`src/hdl/cic_pkg.sv`:
```
/*
 * constants, register layout and state encoding for the charger
 * control port.
 * assumes a single 250 mhz clock domain for all users.
 */
package cic_pkg;

   // bus address of this port, seven bits
   localparam logic [6:0] DEV_ADDR = 7'h6a;

   // register storage
   localparam int NUM_REG = 32;
   localparam int IDX_W = 5;
   localparam logic [7:0] REG_RESET = 8'h00;

   // register indices
   localparam logic [7:0] REG_MODE = 8'h00;
   localparam logic [7:0] REG_CHG_CURRENT = 8'h06;
   localparam logic [7:0] REG_INPUT_VOLTAGE_FLOOR_CTRL = 8'h11;

   // mode register fields
   localparam int MODE_BOOST_BIT = 0;
   localparam int MODE_HIZ_BIT = 1;

   // charge current register field, three bits
   localparam int CHG_CODE_LSB = 4;

   // floor control fields: code 0..6 is 4.1 V..4.7 V in 0.1 V steps
   localparam int FLOOR_CODE_LSB = 0;
   localparam int FLOOR_EN_BIT = 3;
   localparam logic [2:0] FLOOR_CODE_MAX = 3'h6;

   // bits per byte on the serial bus
   localparam logic [3:0] BYTE_BITS = 4'h8;

   typedef enum logic [2:0] {
      ST_IDLE,
      ST_ADDR,
      ST_ACK_ADDR,
      ST_IDX,
      ST_ACK_IDX,
      ST_WDATA,
      ST_ACK_W,
      ST_RDATA
   } cic_state_t;

endpackage : cic_pkg

```
`src/hdl/cic_charger_i2c_control.sv`:
```
/*
 * serial control port and mode logic of a single-cell charger: a
 * two-wire bus slave with a small register file that drives the
 * operating mode, input voltage floor and charge current selection.
 * assumes an external pull-up on scl and sda and an analog comparator
 * that flags a deeply discharged battery.
 */
// Operation
// RULE1 - the port answers as a bus slave at seven-bit address 1101010.
// RULE2 - the master opens with start, then the address and a direction bit.
// RULE3 - in a write the second byte picks a register and the third fills it.
// RULE4 - charge, boost and high impedance modes exist, the last halting both.
// RULE5 - the host must program the charge current, never chosen locally.
// RULE6 - a three-bit field at index 0x11 sets the floor from 4.1 V to 4.7 V.
// RULE7 - input voltage floor regulation runs only while its enable is set.
// RULE8 - below 2.4 V a fixed 60 mA wake current is used, then the set one.
// RULE9 - address and bytes are acked; reads return the indexed register.
`timescale 1ns/1ns
module cic_charger_i2c_control (
   // clock and reset
   input wire logic clk,
   input wire logic rst,
   // serial bus, open drain
   input wire logic scl_i,
   input wire logic sda_i,
   output logic sda_o,
   output logic sda_oe,
   // battery comparator, high while below the wake threshold
   input wire logic batt_low_i,
   // mode and regulation controls
   output logic charge_en,
   output logic boost_en,
   output logic hiz_en,
   output logic [2:0] input_voltage_floor,
   output logic input_voltage_floor_en,
   output logic [2:0] chg_current_code,
   output logic wake_current_en
);

   typedef struct packed {
      cic_pkg::cic_state_t st;
      logic [3:0] bitcnt;
      logic [7:0] shift;
      logic rw;
      logic [7:0] idx;
      logic sda_oe;
      logic scl_q;
      logic sda_q;
      logic [cic_pkg::NUM_REG-1:0][7:0] regs;
      logic charge_en;
      logic boost_en;
      logic hiz_en;
      logic [2:0] floor_code;
      logic floor_en;
      logic [2:0] chg_code;
      logic wake_en;
   } cic_top_state_t;

   cic_top_state_t s;
   cic_top_state_t next_s;
   logic scl;
   logic sda;
   logic batt_low;

   cic_sync #(.RESET_VAL(1'b1)) u_scl_sync (
      .clk(clk),
      .rst(rst),
      .din(scl_i),
      .dout(scl)
   );

   cic_sync #(.RESET_VAL(1'b1)) u_sda_sync (
      .clk(clk),
      .rst(rst),
      .din(sda_i),
      .dout(sda)
   );

   cic_sync #(.RESET_VAL(1'b0)) u_batt_sync (
      .clk(clk),
      .rst(rst),
      .din(batt_low_i),
      .dout(batt_low)
   );

   ////////////////////////////////////////////////////////////////////////

   logic rise;
   logic fall;
   logic start_c;
   logic stop_c;
   logic idx_ok;
   logic [7:0] rd_byte;
   logic [7:0] mode_reg;
   logic [7:0] floor_reg;
   logic [7:0] chg_reg;

   assign rise = scl & ~s.scl_q;
   assign fall = ~scl & s.scl_q;
   assign start_c = scl & s.scl_q & s.sda_q & ~sda;
   assign stop_c = scl & s.scl_q & ~s.sda_q & sda;
   assign idx_ok = s.idx < 8'(cic_pkg::NUM_REG);
   // unmapped indices read as zero
   assign rd_byte = idx_ok ? s.regs[s.idx[cic_pkg::IDX_W-1:0]] : 8'h00;
   assign mode_reg = s.regs[cic_pkg::REG_MODE[cic_pkg::IDX_W-1:0]];
   assign floor_reg =
      s.regs[cic_pkg::REG_INPUT_VOLTAGE_FLOOR_CTRL[cic_pkg::IDX_W-1:0]];
   assign chg_reg = s.regs[cic_pkg::REG_CHG_CURRENT[cic_pkg::IDX_W-1:0]];

   always_comb begin
      next_s = s;
      next_s.scl_q = scl;
      next_s.sda_q = sda;
      if (start_c) begin
         // a repeated start aborts whatever byte was in flight
         next_s.st = cic_pkg::ST_ADDR; // [RULE2]
         next_s.bitcnt = 4'h0;
         next_s.sda_oe = 1'b0;
      end else if (stop_c) begin
         next_s.st = cic_pkg::ST_IDLE;
         next_s.sda_oe = 1'b0;
      end else begin
         case (s.st)
            cic_pkg::ST_ADDR, cic_pkg::ST_IDX, cic_pkg::ST_WDATA: begin
               if (rise && s.bitcnt != cic_pkg::BYTE_BITS) begin
                  next_s.shift = {s.shift[6:0], sda};
                  next_s.bitcnt = s.bitcnt + 4'h1;
               end else if (fall && s.bitcnt == cic_pkg::BYTE_BITS) begin
                  next_s.bitcnt = 4'h0;
                  next_s.sda_oe = 1'b1; // [RULE9]
                  if (s.st == cic_pkg::ST_ADDR) begin
                     if (s.shift[7:1] == cic_pkg::DEV_ADDR) begin // [RULE1]
                        next_s.rw = s.shift[0];
                        next_s.st = cic_pkg::ST_ACK_ADDR;
                     end else begin
                        next_s.sda_oe = 1'b0;
                        next_s.st = cic_pkg::ST_IDLE;
                     end
                  end else if (s.st == cic_pkg::ST_IDX) begin
                     next_s.idx = s.shift; // [RULE3]
                     next_s.st = cic_pkg::ST_ACK_IDX;
                  end else begin
                     if (idx_ok) begin // [RULE3]
                        next_s.regs[s.idx[cic_pkg::IDX_W-1:0]] = s.shift;
                     end
                     // bursts walk through consecutive registers
                     next_s.idx = s.idx + 8'h01;
                     next_s.st = cic_pkg::ST_ACK_W;
                  end
               end
            end
            cic_pkg::ST_ACK_ADDR: begin
               if (fall) begin
                  next_s.bitcnt = 4'h0;
                  if (s.rw) begin
                     next_s.shift = rd_byte; // [RULE9]
                     next_s.sda_oe = ~rd_byte[7];
                     next_s.st = cic_pkg::ST_RDATA;
                  end else begin
                     next_s.sda_oe = 1'b0;
                     next_s.st = cic_pkg::ST_IDX;
                  end
               end
            end
            cic_pkg::ST_ACK_IDX, cic_pkg::ST_ACK_W: begin
               if (fall) begin
                  next_s.sda_oe = 1'b0;
                  next_s.st = cic_pkg::ST_WDATA;
               end
            end
            cic_pkg::ST_RDATA: begin
               if (rise && s.bitcnt == cic_pkg::BYTE_BITS) begin
                  // master acknowledge bit: low asks for the next byte
                  if (sda) begin
                     next_s.st = cic_pkg::ST_IDLE;
                  end else begin
                     next_s.idx = s.idx + 8'h01;
                     next_s.st = cic_pkg::ST_ACK_ADDR;
                  end
               end else if (rise) begin
                  next_s.bitcnt = s.bitcnt + 4'h1;
               end else if (fall && s.bitcnt == cic_pkg::BYTE_BITS) begin
                  next_s.sda_oe = 1'b0;
               end else if (fall) begin
                  next_s.shift = {s.shift[6:0], 1'b0};
                  next_s.sda_oe = ~s.shift[6];
               end
            end
            default: begin
               next_s.sda_oe = 1'b0;
            end
         endcase
      end

      // high impedance overrides both power paths
      next_s.hiz_en = mode_reg[cic_pkg::MODE_HIZ_BIT]; // [RULE4]
      next_s.boost_en = ~mode_reg[cic_pkg::MODE_HIZ_BIT] &
                        mode_reg[cic_pkg::MODE_BOOST_BIT]; // [RULE4]
      next_s.charge_en = ~mode_reg[cic_pkg::MODE_HIZ_BIT] &
                         ~mode_reg[cic_pkg::MODE_BOOST_BIT]; // [RULE4]
      // code 7 has no level above 4.7 V, so it clamps
      next_s.floor_code =
         (floor_reg[cic_pkg::FLOOR_CODE_LSB+:3] > cic_pkg::FLOOR_CODE_MAX) ?
         cic_pkg::FLOOR_CODE_MAX :
         floor_reg[cic_pkg::FLOOR_CODE_LSB+:3]; // [RULE6]
      next_s.floor_en = floor_reg[cic_pkg::FLOOR_EN_BIT]; // [RULE7]
      // the current code is only ever what the host wrote
      next_s.chg_code = chg_reg[cic_pkg::CHG_CODE_LSB+:3]; // [RULE5]
      next_s.wake_en = batt_low & next_s.charge_en; // [RULE8]
   end

   always_ff @(posedge clk) begin
      if (rst) begin
         s <= '0;
         s.st <= cic_pkg::ST_IDLE;
         s.scl_q <= 1'b1;
         s.sda_q <= 1'b1;
      end else begin
         s <= next_s;
      end
   end

   assign sda_o = 1'b0;
   assign sda_oe = s.sda_oe;
   assign charge_en = s.charge_en;
   assign boost_en = s.boost_en;
   assign hiz_en = s.hiz_en;
   assign input_voltage_floor = s.floor_code;
   assign input_voltage_floor_en = s.floor_en;
   assign chg_current_code = s.chg_code;
   assign wake_current_en = s.wake_en;
endmodule : cic_charger_i2c_control

```
`src/hdl/cic_sync.sv`:
```
/*
 * three-stage input synchroniser with agreement filter.
 * assumes an asynchronous level input and one clock domain.
 */
`timescale 1ns/1ns
module cic_sync #(
   parameter logic RESET_VAL = 1'b1
) (
   // clock and reset
   input wire logic clk,
   input wire logic rst,
   // level in and filtered level out
   input wire logic din,
   output logic dout
);

   typedef struct packed {
      logic s1;
      logic s2;
      logic s3;
      logic level;
   } cic_sync_state_t;

   cic_sync_state_t s;
   cic_sync_state_t next_s;

   always_comb begin
      next_s = s;
      next_s.s1 = din;
      next_s.s2 = s.s1;
      next_s.s3 = s.s2;
      // a change only counts once the last two stages agree
      if (s.s2 == s.s3) begin
         next_s.level = s.s3;
      end
   end

   always_ff @(posedge clk) begin
      if (rst) begin
         s <= {4{RESET_VAL}};
      end else begin
         s <= next_s;
      end
   end

   assign dout = s.level;

endmodule : cic_sync
```
`config.mk`:
```
export PLATFORM = sky130hd
export DESIGN_NAME = cic_charger_i2c_control
export DESIGN_NICKNAME = d
export VERILOG_FILES = /design/src/hdl/cic_pkg.sv /design/src/hdl/cic_charger_i2c_control.sv /design/src/hdl/cic_sync.sv
export SDC_FILE = /design/constraint.sdc
export NUM_CORES = 1
export LEC_CHECK = 0
export BUFFER_PORTS_ARGS = -buffer_cell sky130_fd_sc_hd__buf_2
export CELL_PAD_IN_SITES_DETAIL_PLACEMENT = 0
export CELL_PAD_IN_SITES_GLOBAL_PLACEMENT = 2
export CORE_AREA = 3 3 205 207
export DETAILED_ROUTE_END_ITERATION = 16
export DIE_AREA = 0 0 208 210
export PLACE_DENSITY = 0.73
export SYNTH_ARGS = -nofsm -noshare
export SYNTH_HDL_FRONTEND = slang
export SYNTH_SLANG_ARGS = --single-unit
```
`constraint.sdc`:
```
create_clock -name clk -period 5.9 [get_ports clk]
set_input_delay 1.18 -clock clk [delete_from_list [all_inputs] [get_ports clk]]
set_output_delay 1.18 -clock clk [all_outputs]
set_load 0.02 [all_outputs]
```
### Yosys cells after proc, flatten, opt, wreduce, memory -nomap -nowiden

Cells that the tools add are included.

| word-level totals | value |
|---|---|
| bits in registers | 306 |
| output and inout port bits | 13 |
| logic and storage cells | 195 |
| input port bits | 5 |

| operators by class | value |
|---|---|
| equality and inequality tests | 34 |
| $lt $le $gt $ge | 4 |
| $add $sub $neg | 2 |
| bitwise gates (word level) | 23 |
| multiplexer cells | 50 |
| reductions and logical operators | 21 |

Operators with widths:

| cell | count |
|---|---|
| bitwise mux 256 bit | 1 |
| two-way mux 8 bit | 12 |
| binary-select mux 8 bit (select 5 bit) | 1 |
| demux 8 bit (select 5 bit) | 1 |
| case mux 12 bit (3 select lines) | 1 |
| inequality test 2 bit (second input constant) | 14 |
| inequality test 4 bit (second input constant) | 6 |
| two-way mux 21 bit | 1 |
| two-way mux 10 bit | 2 |
| two-way mux 3 bit | 6 |
| AND reduction 6 bit | 3 |
| case mux 8 bit (2 select lines) | 1 |
| AND reduction 8 bit | 2 |
| two-way mux 15 bit | 1 |
| AND reduction 7 bit | 2 |
| two-way mux 1 bit | 13 |
| inverter 1 bit | 13 |
| == test 3 bit (second input constant) | 4 |
| two-way mux 12 bit | 1 |
| case mux 3 bit (4 select lines) | 1 |
| AND 1 bit | 10 |
| AND reduction 10 bit | 1 |
| adder 8 x 1 -> 8 bit (second input constant) | 1 |
| less-than comparator 8 x 6 -> 1 bit (second input constant) | 1 |
| 22 further kinds | 35 |

### Longest topological paths before layout

| logic depth | value |
|---|---|
| word-level depth | 9 |
| gate-level depth with buffers | 9 |
| mapped depth without buffers | 7 |

### Hierarchy

Synthesis repeated with hierarchy kept, for this count alone.

| second synthesis, totals | value |
|---|---|
| cell total of the unflattened synthesis | 1371 |
| area, all modules | 14213.6 um2 |

Modules (own cells, without submodules):

| module | area an instance (um2) | cells each | times used | sequential area each (um2) |
|---|---|---|---|---|
| cic_charger_i2c_control | 13870.8 | 1341 | 1 | 5885.6 |
| cic_sync at u_scl_sync ... | 115.1 | 10 | 2 | 80.1 |
| cic_sync at u_batt_sync | 112.6 | 10 | 1 | 80.1 |

### Least setup slack after synthesis

Ideal clock, no wire load.

| path | value |
|---|---|
| kind | register -> register |
| start | register s[270] (netlist bit) |
| end | register s[157] (netlist bit) |
| clock period less this slack | 2.486 ns |
| stages on the path, launching flop included | 10 |
| path slack | 3.414 ns |
| library setup time | 0.128 ns |
| required time | 5.772 ns |
| path buffers | 4 |
| data arrival time | 2.358 ns |
| path through | dfxtp_1 -> clkbuf_1 -> buf_4 -> buf_2 -> inv_1 -> ha_1 -> buf_1 -> nand4_2 -> mux2i_1 -> nor2_1 |

| on the way | value |
|---|---|
| cells in the longest elaborated chain, start to end | 5 |
| elaborated cells between the ends (all ways) | 8 |
| those cells by class | order compare (3); mux (3); reduce/logical (2) |

Ends and longest elaborated chain:

| element | RTL line | text |
|---|---|---|
| from (decl) | cic_charger_i2c_control.sv:59 | `cic_top_state_t s;` |
| from (signal assigned) | cic_charger_i2c_control.sv:219 | `s <= next_s;` |
| less-than comparator 5 x 6 -> 1 bit (not written as such) or >= comparator 5 x 1 -> 1 bit (tied branches) | cic_charger_i2c_control.sv:144 | `next_s.regs[s.idx[cic_pkg::IDX_W-1:0]] = s.shift;` |
| logical AND 1 bit (not written as such) | cic_charger_i2c_control.sv:144 |  |
| two-way mux 8 bit (not written as such) | cic_charger_i2c_control.sv:144 |  |
| demux 8 bit (select 5 bit) | cic_charger_i2c_control.sv:144 |  |
| bitwise mux 256 bit | cic_charger_i2c_control.sv:144 |  |

Parallel ways exist; a longest one is shown, timed or not.
A chain may end at the register's enable or synchronous reset.

### Worst setup path in the final report

| path | value |
|---|---|
| start | register s[270] (netlist bit) |
| end | register s[167] (netlist bit) |

The elaborated chain is that of the path after synthesis.

==> results_dict.tcl <==
set metrics [dict create \
    status "complete, no violations" \
    fin_tns_setup_ns 0 \
    dieArea_um2 43700 \
    nNetsFinal 1278 \
    grt_pass1_wl_um 57900 \
    htreeDepth 2 \
    setup_viol_count_final 0 \
    wirelength_um 37000 \
    required_ns 6.28 \
    clk_latency_ns 0.54 \
    cp.arrival_ns 3.37 \
    avgViaCountPerCell 5.25 \
    drc 0 \
    period_needed_ns 2.99 \
    drive_gt1_frac 0.169 \
    first_iter_violations 750 \
    ctsRootBufferMaster "clkbuf_16" \
    start_kind "register" \
    gr-usage-all-layers 0.168 \
    wl_per_cell_um 20.2 \
    cts_inserted_buffers 37 \
    max_slew_margin 0.201 \
    die_w_um 208 \
    cts_hold_buf 0 \
    top_register "s" \
    synthesis.area_um2 14100 \
    fmax_mhz 334 \
    dr_total_vias 9589 \
    leakagePower_nw 7.56 \
    crit_type "register to register" \
    synth_fp_nets 1330 \
    grt_pass1_vias 9232 \
    cts_buffer_depth 3 \
    place_hpwl_um 21900 \
    yosysUniqueCellTypes 59 \
    cp_top_family "adder cells" \
    final_common_cell "dfxtp_1" \
    worst_pin_slew_ns 1.20 \
    ys_ff_latch 306 \
    place.gp.congestion 0.779 \
    antenna-diode-count 0 \
    start_util 0.347 \
    dpl_worst_slack_ns 2.90 \
    final.setup.worst_slack_ns 2.91 \
    worstPathMaxFanout 35 \
    synth_warnings 0 \
    overflow 0 \
    synth_edf_count 0 \
    hold_path_class "register to register" \
    dpl_cell_area_um2 14400 \
    finalCritPeriodShare 0.507 \
    nFillCells 3977 \
    cts_setup_buffers 0 \
    drv_cap 0 \
    postLayoutCellArea_um2 15700 \
    tritoncts "yes" \
    ys_async_sr_fraction 0 \
    grt_busiest_layer "met2" \
    slew_viol_final 0 \
    crit_path_max_incr_delay_ns 1.02 \
    hold_viol 0 \
    portBuffers 16 \
    first_pass_iters 5 \
    rsz0062_at_grt "no" \
    peakVddDrop_uv 170 \
    cts_resized 0 \
    fp.coreArea_um2 40600 \
    path_buf_inv 0 \
    cts.clk_slew.worst_paths_ns 0.06 \
    final_cell_mix "dfxtp_1, nor2_1, mux2i_1, mux4_2, clkbuf_16" \
    top_level_ports 18 \
    ant_nets 0 \
    largest_reg_flops 258 \
    finClkSkew_ns 0.0180 \
    grt_max_degree 175 \
    crit_chain "ha_1, nand4_2, mux2i_1, nor2_1" \
    crit_slowest_cell "ha_1" \
    use_met2 0.265 \
    ys.flop_type "dfxtp_1" \
    grt_use_met1 0.242 \
    synth_area_per_cell_um2 10.7 \
    fp-row-count 74 \
    die_height_um 210 \
    grt_util_met3 0.0247 \
    numClockSinks 306 \
    syn-instance-count 1319 \
    end_kind "register" \
    antenna_found_initial 0 \
    area_growth_pct 11.2 \
    seq_area_frac_synth 0.435 \
    powerDensity_nw_per_um2 280 \
]
final timing paths:
check,cells past startpoint,endpoint,slack [ns],from
setup / recovery,4,s[167]$_SDFFE_PP0P_,2.91,s[270]$_SDFFE_PP0P_
hold reg to reg,1,u_sda_sync.next_s[1]$_SDFF_PP1_,0.41,u_sda_sync.next_s[2]$_SDFF_PP1_
hold / removal,1,u_sda_sync.next_s[1]$_SDFF_PP1_,0.41,u_sda_sync.next_s[2]$_SDFF_PP1_
setup reg to reg,4,s[167]$_SDFFE_PP0P_,2.91,s[270]$_SDFFE_PP0P_
layer usage:
metal / up-vias / share of wire / wire length, µm
li1: 4595 / - / -
met1: 4768 / 0.48 / 17700
met2: 182 / 0.46 / 17000
met3: 44 / 0.043 / 1580
met4: 0 / 0.019 / 720
met5: - / 0 / 0
through the flow:
stage               hold slack, ns  utilization  cells  total power [W]
floorplan                    0.389            -   1319          0.00215
global placement             0.406        0.356   1760          0.00216
detailed placement           0.399        0.356   1760          0.00216
CTS                          0.416        0.386   1828          0.00445
global route                 0.446        0.386   1828          0.00454
finish                       0.412        0.386   1828          0.00439
Yosys cell counts, types with 18 or more instances:
cell	instances	area [µm²]
mux4_2	52	1170
nand4_4	28	596
clkbuf_1	77	289
mux2_2	25	282
nor2b_1	20	125
a22oi_1	31	233
nand2_1	20	75.1
o21ai_0	21	105
nor2_1	272	1020
mux2i_1	265	2650
buf_2	18	90.1
dfxtp_1	306	6130
cells by family after synthesis:
kind of cell / Yosys count / synth area share
multiplexers: 342 / 0.291
AO/OA/AOI/OAI: 115 / 0.0574
adder cells (fa/ha/maj): 6 / 0.00533
buffers and inverters: 134 / 0.0432
AND/OR/NAND/NOR: 410 / 0.165
other: 1 / 0.000266
flip-flops: 306 / 0.435
XOR/XNOR: 5 / 0.00311
worst register-to-register path, cell delays in order (launching register included):
cell and delay [ns]:
dfxtp_4 0.82, ha_1 1.05, nand4_2 0.61, mux2i_1 0.31, nor2_1 0.06
layout make-up:
cell class	count	area (µm²)	share of cell area
clock buffers	59	1140	0.0728
clock inverters	9	82.6	0.00527
inverters	9	33.8	0.00216
multi-input cells	879	7370	0.471
flip-flops and latches	306	6130	0.391
well taps	532	666	0.0425
repair buffers	34	238	0.0152
where the power goes:
group	switching, W	internal (W)
clock network	0.000900	0.00137
logic	0.0000366	0.00000606
registers	0.00000132	0.00207
(Power assumes the default switching activity.)
